[config.mk]
export PLATFORM = sky130hd
export DESIGN_NAME = rws_sequencer
export DESIGN_NICKNAME = d
export VERILOG_FILES = /design/src/design/rws_pkg.sv /design/src/design/rws_sequencer.sv
export SDC_FILE = /design/constraint.sdc
export NUM_CORES = 1
export LEC_CHECK = 0
export ABC_CLOCK_PERIOD_IN_PS = 3900
export BUFFER_PORTS_ARGS = -buffer_cell sky130_fd_sc_hd__buf_2
export CORE_AREA = 2 2 63 125
export CTS_BUF_LIST = sky130_fd_sc_hd__clkbuf_4 sky130_fd_sc_hd__clkbuf_8 sky130_fd_sc_hd__clkbuf_16
export DETAILED_ROUTE_END_ITERATION = 12
export DIE_AREA = 0 0 65 127
export REMOVE_ABC_BUFFERS = 1
export SLEW_MARGIN = 20
export SYNTH_ARGS = -nofsm -noshare
export SYNTH_HDL_FRONTEND = slang
export SYNTH_SLANG_ARGS = --single-unit
export TNS_END_PERCENT = 10
[constraint.sdc]
create_clock -name clk -period 3.9 [get_ports clk]
set_input_delay 0.78 -clock clk [delete_from_list [all_inputs] [get_ports clk]]
set_output_delay 0.78 -clock clk [all_outputs]
set_load 0.005 [all_outputs]
[src/design/rws_pkg.sv]
// Purpose: Constants and types for the reset and wake-up sequencer.
// Assumes: System clock of 250 MHz; the crystal and all board signals are asynchronous pins.
// Notes:   All tick counts are in slow crystal periods unless named as cycles.
//
// Contract
// - Battery-good and external-power are sampled over the two 1 Hz periods before wake.
// - PLLs get 250 us to lock once the fast oscillator is stable.
// - Fast oscillator gets up to 2.5 ms after wake before its clock is used.
// - System reset follows power-on reset asynchronously, within 30 ns both ways; release here goes through the two-flop synchroniser, within 3 clk cycles.
// - Oscillator enable rises 2 to 4 crystal periods after wake request.
// - User reset low drives system reset low within 2 to 4 crystal periods.
// - User reset release frees system reset within 0 to 2 crystal periods.
// - User reset low drops oscillator enable within 2 to 4 crystal periods.
// - Power fail low drives system reset low within 2 to 4 crystal periods.
// - Power-fail reset pulse lasts typically 2 crystal periods.
// - Power fail low drops oscillator enable within 2 to 4 crystal periods.
`default_nettype none

package rws_pkg;

	// ----------------------------------------------------------------
	// Timing
	// ----------------------------------------------------------------
	localparam int CLK_PERIOD_NS       = 4;
	localparam int OSC_STABLE_NS       = 2500000;
	localparam int PLL_LOCK_NS         = 250000;
	localparam int OSC_STABLE_CYCLES   = OSC_STABLE_NS / CLK_PERIOD_NS;
	localparam int PLL_LOCK_CYCLES     = (PLL_LOCK_NS + CLK_PERIOD_NS - 1) / CLK_PERIOD_NS;
	localparam int XTAL_PER_HZ         = 32768;
	// Third low tick: the first tick may fall just after the pin edge, so two would undercut
	localparam logic [2:0] ASSERT_TICKS   = 3'h3;
	localparam logic [2:0] PF_PULSE_TICKS = 3'h2;
	localparam logic [1:0] HZ_GUARD       = 2'h2;
	localparam logic [6:0] SYNC_RESET     = 7'h00;

	// ----------------------------------------------------------------
	// Types
	// ----------------------------------------------------------------
	typedef enum logic [1:0] {
		RWS_STANDBY  = 2'b00,
		RWS_OSC_WAIT = 2'b01,
		RWS_PLL_WAIT = 2'b10,
		RWS_RUN      = 2'b11
	} rws_state_e;

	typedef struct packed {
		logic xtal;
		logic user_rst_n;
		logic pwr_fail_n;
		logic wake;
		logic batt_good;
		logic ext_pwr_n;
		logic por_n;
	} rws_pins_s;

endpackage : rws_pkg

`default_nettype wire

[src/design/rws_sequencer.sv]
// Purpose: Reset and wake-up sequencer of the clock and state controller.
// Assumes: One clock; the crystal is sampled as a pin and its rising edge is a tick enable.
// Notes:   Power-on reset clears reset output and clock enable with no clock edge.
`default_nettype none

module rws_sequencer
	import rws_pkg::*;
#(
	parameter int OSC_CYCLES = OSC_STABLE_CYCLES, // Fast oscillator settle, clk cycles
	parameter int PLL_CYCLES = PLL_LOCK_CYCLES,   // PLL lock wait, clk cycles
	parameter int HZ_DIV     = XTAL_PER_HZ        // Crystal ticks per 1 Hz period
) (
	input  wire logic clk,                      // 250 MHz system clock
	input  wire logic rst_n,                    // Synchronous reset, active low
	input  wire logic slow_crystal_clock,       // 32.768 kHz crystal clock pin
	input  wire logic power_on_reset_in_n,      // Power-on reset pin, active low
	input  wire logic user_reset_in_n,          // User reset pin, active low
	input  wire logic power_fail_in_n,          // Power fail pin, active low
	input  wire logic wake_request,             // Wake request pin, active high
	input  wire logic battery_good,             // Battery good pin
	input  wire logic external_power_present_n, // External power pin, active low
	output logic      system_reset_out_n,       // System reset, active low
	output logic      osc_clock_enable,         // Fast oscillator enable
	output logic      fast_clock_ready,         // Fast oscillator settled
	output logic      pll_clock_ready,          // PLL outputs usable
	output logic      supply_ok                 // Last sampled supply state
);

	localparam int CW = $clog2((OSC_CYCLES > PLL_CYCLES ? OSC_CYCLES : PLL_CYCLES) + 1);
	localparam int HW = $clog2(HZ_DIV + 1);

	// ----------------------------------------------------------------
	// Tick counter helper
	// ----------------------------------------------------------------
	function automatic logic [2:0] sat_count(input logic [2:0] cnt, input logic hold);
		logic [2:0] r;
		r = 3'h0;
		if (hold) begin
			r = (cnt == 3'h7) ? cnt : cnt + 3'h1;
		end
		return r;
	endfunction : sat_count

	// ----------------------------------------------------------------
	// Synchronisers
	// ----------------------------------------------------------------
	rws_pins_s pins_raw;
	rws_pins_s meta_q;
	rws_pins_s sync_q;
	logic      xtal_prev_q;

	assign pins_raw = '{xtal: slow_crystal_clock, user_rst_n: user_reset_in_n,
		pwr_fail_n: power_fail_in_n, wake: wake_request, batt_good: battery_good,
		ext_pwr_n: external_power_present_n, por_n: power_on_reset_in_n};

	always_ff @(posedge clk) begin
		if (!rst_n) begin
			meta_q      <= SYNC_RESET;
			sync_q      <= SYNC_RESET;
			xtal_prev_q <= 1'b0;
		end else begin
			meta_q      <= pins_raw;
			sync_q      <= meta_q;
			xtal_prev_q <= sync_q.xtal;
		end
	end

	wire logic xtal_tick = sync_q.xtal & ~xtal_prev_q;
	wire logic por_ok    = sync_q.por_n;

	// ----------------------------------------------------------------
	// Trigger filters, counted in crystal ticks
	// ----------------------------------------------------------------
	logic [2:0] ur_cnt_q, pf_cnt_q, wk_cnt_q, pf_pulse_q;
	logic [2:0] ur_cnt_d, pf_cnt_d, wk_cnt_d, pf_pulse_d;

	assign ur_cnt_d = xtal_tick ? sat_count(ur_cnt_q, ~sync_q.user_rst_n) : ur_cnt_q;
	assign pf_cnt_d = xtal_tick ? sat_count(pf_cnt_q, ~sync_q.pwr_fail_n) : pf_cnt_q;
	assign wk_cnt_d = xtal_tick ? sat_count(wk_cnt_q, sync_q.wake) : wk_cnt_q;

	// Release clears the count on the next tick, so the reset lifts within 0..2 ticks
	wire logic user_hold = ur_cnt_q >= ASSERT_TICKS;
	wire logic pf_hold   = pf_cnt_q >= ASSERT_TICKS;
	wire logic pf_hit    = xtal_tick && pf_cnt_d == ASSERT_TICKS
		&& pf_cnt_q != ASSERT_TICKS;

	// One pulse per power-fail episode; a long low does not hold reset
	always_comb begin
		pf_pulse_d = pf_pulse_q;
		if (pf_hit) begin
			pf_pulse_d = PF_PULSE_TICKS;
		end else if (xtal_tick && pf_pulse_q != 3'h0) begin
			pf_pulse_d = pf_pulse_q - 3'h1;
		end
	end

	always_ff @(posedge clk) begin
		if (!rst_n) begin
			ur_cnt_q   <= 3'h0;
			pf_cnt_q   <= 3'h0;
			wk_cnt_q   <= 3'h0;
			pf_pulse_q <= 3'h0;
		end else begin
			ur_cnt_q   <= ur_cnt_d;
			pf_cnt_q   <= pf_cnt_d;
			wk_cnt_q   <= wk_cnt_d;
			pf_pulse_q <= pf_pulse_d;
		end
	end

	wire logic kill    = user_hold || pf_hold || !por_ok;
	wire logic rst_req = user_hold || pf_pulse_q != 3'h0 || !por_ok;

	// ----------------------------------------------------------------
	// 1 Hz guard and supply sampling
	// ----------------------------------------------------------------
	logic [HW-1:0] hz_pre_q;
	logic [1:0]    hz_cnt_q;
	logic          supply_ok_q;
	logic          ur_gap_q;
	wire logic     hz_tick  = xtal_tick && hz_pre_q == HW'(HZ_DIV - 1);
	wire logic     guard_rs = !por_ok || pf_hold;

	always_ff @(posedge clk) begin
		if (!rst_n || guard_rs) begin
			hz_pre_q    <= '0;
			hz_cnt_q    <= 2'h0;
			supply_ok_q <= 1'b0;
		end else if (xtal_tick) begin
			hz_pre_q <= hz_tick ? '0 : hz_pre_q + HW'(1);
			if (hz_tick) begin
				hz_cnt_q    <= (hz_cnt_q == HZ_GUARD) ? hz_cnt_q : hz_cnt_q + 2'h1;
				supply_ok_q <= sync_q.batt_good | ~sync_q.ext_pwr_n;
			end
		end
	end

	// Wake is held off for a couple of ticks after a user reset lifts
	always_ff @(posedge clk) begin
		if (!rst_n || user_hold) begin
			ur_gap_q <= 1'b1;
		end else if (xtal_tick && ur_cnt_q == 3'h0) begin
			ur_gap_q <= 1'b0;
		end
	end

	wire logic wake_ok = hz_cnt_q == HZ_GUARD && supply_ok_q && !ur_gap_q
		&& !kill;
	wire logic wake_seen = xtal_tick && wk_cnt_d >= ASSERT_TICKS;

	// ----------------------------------------------------------------
	// Standby to Run sequence
	// ----------------------------------------------------------------
	rws_state_e    state_q, state_d;
	logic [CW-1:0] cyc_q, cyc_d;

	always_comb begin
		state_d = state_q;
		cyc_d   = cyc_q + CW'(1);
		unique case (state_q)
			RWS_STANDBY: begin
				cyc_d = '0;
				if (wake_ok && wake_seen) begin
					state_d = RWS_OSC_WAIT;
				end
			end
			RWS_OSC_WAIT: begin
				if (cyc_q == CW'(OSC_CYCLES - 1)) begin
					state_d = RWS_PLL_WAIT;
					cyc_d   = '0;
				end
			end
			RWS_PLL_WAIT: begin
				if (cyc_q == CW'(PLL_CYCLES - 1)) begin
					state_d = RWS_RUN;
					cyc_d   = '0;
				end
			end
			RWS_RUN: begin
				cyc_d = '0;
			end
		endcase
		if (kill) begin
			state_d = RWS_STANDBY;
			cyc_d   = '0;
		end
	end

	always_ff @(posedge clk) begin
		if (!rst_n) begin
			state_q <= RWS_STANDBY;
			cyc_q   <= '0;
		end else begin
			state_q <= state_d;
			cyc_q   <= cyc_d;
		end
	end

	// ----------------------------------------------------------------
	// Outputs
	// ----------------------------------------------------------------
	// Power-on reset clears these without a clock; release follows the synchronised pin
	always_ff @(posedge clk or negedge power_on_reset_in_n) begin
		if (!power_on_reset_in_n) begin
			system_reset_out_n <= 1'b0;
			osc_clock_enable   <= 1'b0;
		end else if (!rst_n) begin
			system_reset_out_n <= 1'b0;
			osc_clock_enable   <= 1'b0;
		end else begin
			system_reset_out_n <= ~rst_req;
			osc_clock_enable   <= state_d != RWS_STANDBY;
		end
	end

	always_ff @(posedge clk) begin
		if (!rst_n) begin
			fast_clock_ready <= 1'b0;
			pll_clock_ready  <= 1'b0;
			supply_ok        <= 1'b0;
		end else begin
			fast_clock_ready <= state_d == RWS_PLL_WAIT || state_d == RWS_RUN;
			pll_clock_ready  <= state_d == RWS_RUN;
			supply_ok        <= supply_ok_q;
		end
	end

endmodule : rws_sequencer

`default_nettype wire

==> results by group <==
Outcome
  • Status: finished, final reports clean

Logic synthesis
  • Seq/Total Area, Yosys: about half
  • Post-synthesis mux area share: 0.649%
  • Post-synth EDFFs: 0
  • Netlist cell types: 44
  • Post-Syn Instances: approximately 340
  • Area leader, netlist: dfxtp_1
  • Synthesis-stage register bit count: 74
  • Ys Warns: 0
  • Avg Synthesized Cell Area: 9.19 sq um
  • Top cells by instance count after synthesis: 72 x dfxtp_1, 57 x nor2_1, 24 x nand2_1
  • Ys async rst share: between 2 and 3%
  • Largest family of logic cells by synthesized area: simple AND/OR/NAND/NOR gates
  • Count leader, synth: dfxtp_1
  • Share of the synthesized area in the top cell type: 46.7%
  • Main synth FF type: dfxtp_1
  • Synth Area in Adders: 4.46%
  • Largest cells by area after synthesis: dfxtp_1 47%, nor2_1 6.9%, xor2_1 6.5%, ha_1 4.5%, and2_1 3.2%
  • Synth Area in Compound Gates: around 6.6%
  • Simple-gate share of the synthesized area: 27.8%
  • Post-Syn Area: between 0.003 and 0.004 sq mm
  • Post-synthesis xor/xnor area fraction: under 10%

Pwr
  • Pleak: about 1.3 nW
  • P per Cell Area: 450 mW/mm^2
  • VDD IR max: ~0.28 mV

Floorplan
  • Starting Density: between 40% and 50%
  • Die H: between 100 and 150 microns
  • Die area: a little over 0.008 sq mm
  • Die span in x: roughly 65 microns
  • Rows: 44
  • IO Count: 14
  • Total core area: 0.00721 sq mm

Detailed routing
  • DR vias/cell: about 5.2
  • DRC errors left: 0
  • WL final: around 6000 microns
  • DRT Pass-1 Iters: 4
  • Starting DRT DRC Count: 82
  • Routed WL per cell: 13.3 microns
  • ANT nets after route: 0
  • Via count: 2354

Finish
  • Share of post-route cells with drive strength above 1: 10.1%
  • Finished Cell Area: 0.00352 sq mm
  • Layout net count: 372
  • Antenna diode count: 0
  • Synth-to-layout area growth: 13.9%
  • Non-filler cells, final: 449

Setup path
  • Critical path class: flip-flop to flip-flop
  • Startpoint types: flip-flop
  • CP Capture Type: flip-flop
  • Arrival @ worst endpoint: 2.54 ns
  • Reg-to-Reg Start: cyc_q[4]$_SDFF_PP0_
  • Reg2Reg Depth: 5
  • Crit-path max FO: 20
  • RR Endpoint: cyc_q[10]$_SDFF_PP0_
  • Worst R2R Setup Slack: between 1.5 and 2 ns
  • Worst EP required: about 4.1 ns

Clocking
  • Clock root buffer: clkbuf_16
  • Clock Latency Late Sink: 0.33 ns
  • Post-CTS Setup Repair Bufs: 0
  • CTS tree: yes
  • Clk sinks: 74
  • Clk slew on worst S/H paths: roughly 0.050 ns
  • CTS Buf Count: 9
  • CTS Buffer Depth: 2
  • CTS HTree Levels: 3
  • Post-cts resize count: 0
  • CTS Hold Bufs: 0

Worst hold path
  • Hold Crit Class: input pin to asynchronous set/reset pin

Placement
  • GPL Wtd Cong: 0.791
  • DP HPWL: about 4400 microns
  • Setup WS pre-CTS: 1.49 ns
  • Post-Place Cell Area: 0.00322 sq mm
  • # port buffers: 13
  • Dpl cells: roughly 430

Timing
  • Crit share post-route: about three fifths
  • TNS Setup: 0 ns
  • Pins Over Slew Limit: 0
  • RSZ-0062 raised after global routing: false
  • Final setup violating endpoints: 0
  • PnR worst setup slack: between 1.5 and 2 ns
  • Hold Vio Cnt, Final: 0
  • Slew @ Worst Pin: around 0.91 ns
  • Max Clk Rate: about 0.42 GHz
  • Max-Slew Margin vs Limit: between 30 and 40%
  • Final min period: 2.36 ns
  • Clock Skew: 0.00659 ns

GRT
  • Initial antenna violation count: 0
  • Largest net degree at the start of global routing: 21
  • First-pass GRT wire length: roughly 10000 microns
  • GRT overflow: 0
  • Vias in the first global route: roughly 2300
  • Total GRT Usage: 16.2%

Job
  • Max cap viols: 0
## final cells by class
type / count / area [sq um]
repair buffers: 14 / 72.6
flip-flops and latches: 74 / 1490
clock inverters: 2 / 10.0
clock buffers: 14 / 282
inverters: 10 / 37.5
fillers: 700 / 3700
well taps: 92 / 115
multi-input cells: 243 / 1510
## flip-flops by register name, summed over array words and instances, names as in the netlist
name and flops:
cyc_q 20, wk_cnt_q 3, por_ok 1, meta_q 7, fast_clock_ready 1, hz_pre_q 16, pll_clock_ready 1, system_reset_out_n 1
pf_pulse_q 3, ur_cnt_q 3, supply_ok 1, xtal_prev_q 1, sync_q 6, hz_cnt_q 2, state_q 2, osc_clock_enable 1
ur_gap_q 1, pf_cnt_q 3, supply_ok_q 1
## report_power, final
part	switching [mW]	internal (mW)	total, mW
Combinational	0.0177	0.0121	0.0297
Sequential	0.00450	0.766	0.771
Clock	0.286	0.494	0.780
Total	0.308	1.27	1.58
## metrics by stage
stage	power (mW)	hold WS [ns]	utilization [%]
after detailed placement	0.818	0.419	44.7
after global routing	1.65	0.226	48.8
after CTS	1.61	0.225	48.8
after global placement	0.817	0.420	44.7
after floorplan	0.803	0.404	-
final	1.58	0.236	48.8
## worst max-delay path by stage
| stage | start | to | slack (ns) | depth (start not counted) |
|---|---|---|---|---|
| after detailed placement | cyc_q[4]$_SDFF_PP0_ | cyc_q[13]$_SDFF_PP0_ | 1.49 | 5 |
| after global routing | cyc_q[10]$_SDFF_PP0_ | cyc_q[10]$_SDFF_PP0_ | 1.27 | 5 |
| final | cyc_q[4]$_SDFF_PP0_ | cyc_q[10]$_SDFF_PP0_ | 1.54 | 5 |
| after CTS | cyc_q[4]$_SDFF_PP0_ | cyc_q[10]$_SDFF_PP0_ | 1.49 | 5 |
| after floorplan | cyc_q[4]$_SDFF_PP0_ | cyc_q[10]$_SDFF_PP0_ | 1.86 | 5 |
| after global placement | cyc_q[4]$_SDFF_PP0_ | cyc_q[2]$_SDFF_PP0_ | 1.58 | 5 |
## cells by family after synthesis
kind of cell	after synthesis
AND/OR/NAND/NOR	166
XOR/XNOR	33
multiplexers	2
adder cells (fa/ha/maj)	11
flip-flops	74
buffers and inverters	19
AO/OA/AOI/OAI	31
## worst max-delay path: stages, from the launching register on
cell and delay, ns:
dfxtp_1 0.33, or4_4 0.55, nor4_4 0.29, a31oi_1 0.17
o221ai_2 0.75, nor2_1 0.12
## metal layers
layer | part of all wire, % | vias to the layer above | track usage, %
li1 | - | 1194 | -
met5 | 0 | - | 0
met3 | 3.0 | 15 | 4.84
met2 | 55 | 31 | 29.1
met1 | 39 | 1114 | 16.0
met4 | 3.2 | 0 | 9.64
## cells in the final DEF, fill, tap and decap left out, types with 3 or more instances in the layout
cell type,Yosys,routed
xnor2_1,10,10
nor4_1,3,3
a211oi_1,4,4
nor2_1,57,57
a21oi_1,11,11
inv_1,9,9
and3_1,4,4
nand2b_1,3,3
buf_2,0,13
nand4_1,14,14
ha_1,11,11
and4_1,4,4
clkbuf_8,0,3
nand2_1,24,24
nor3_1,9,9
and2_1,16,16
xor2_1,23,23
nand3_1,17,17
o21ai_0,4,4
dfxtp_1,72,72
clkbuf_16,0,9
Power figures use the tool's default switching activity.
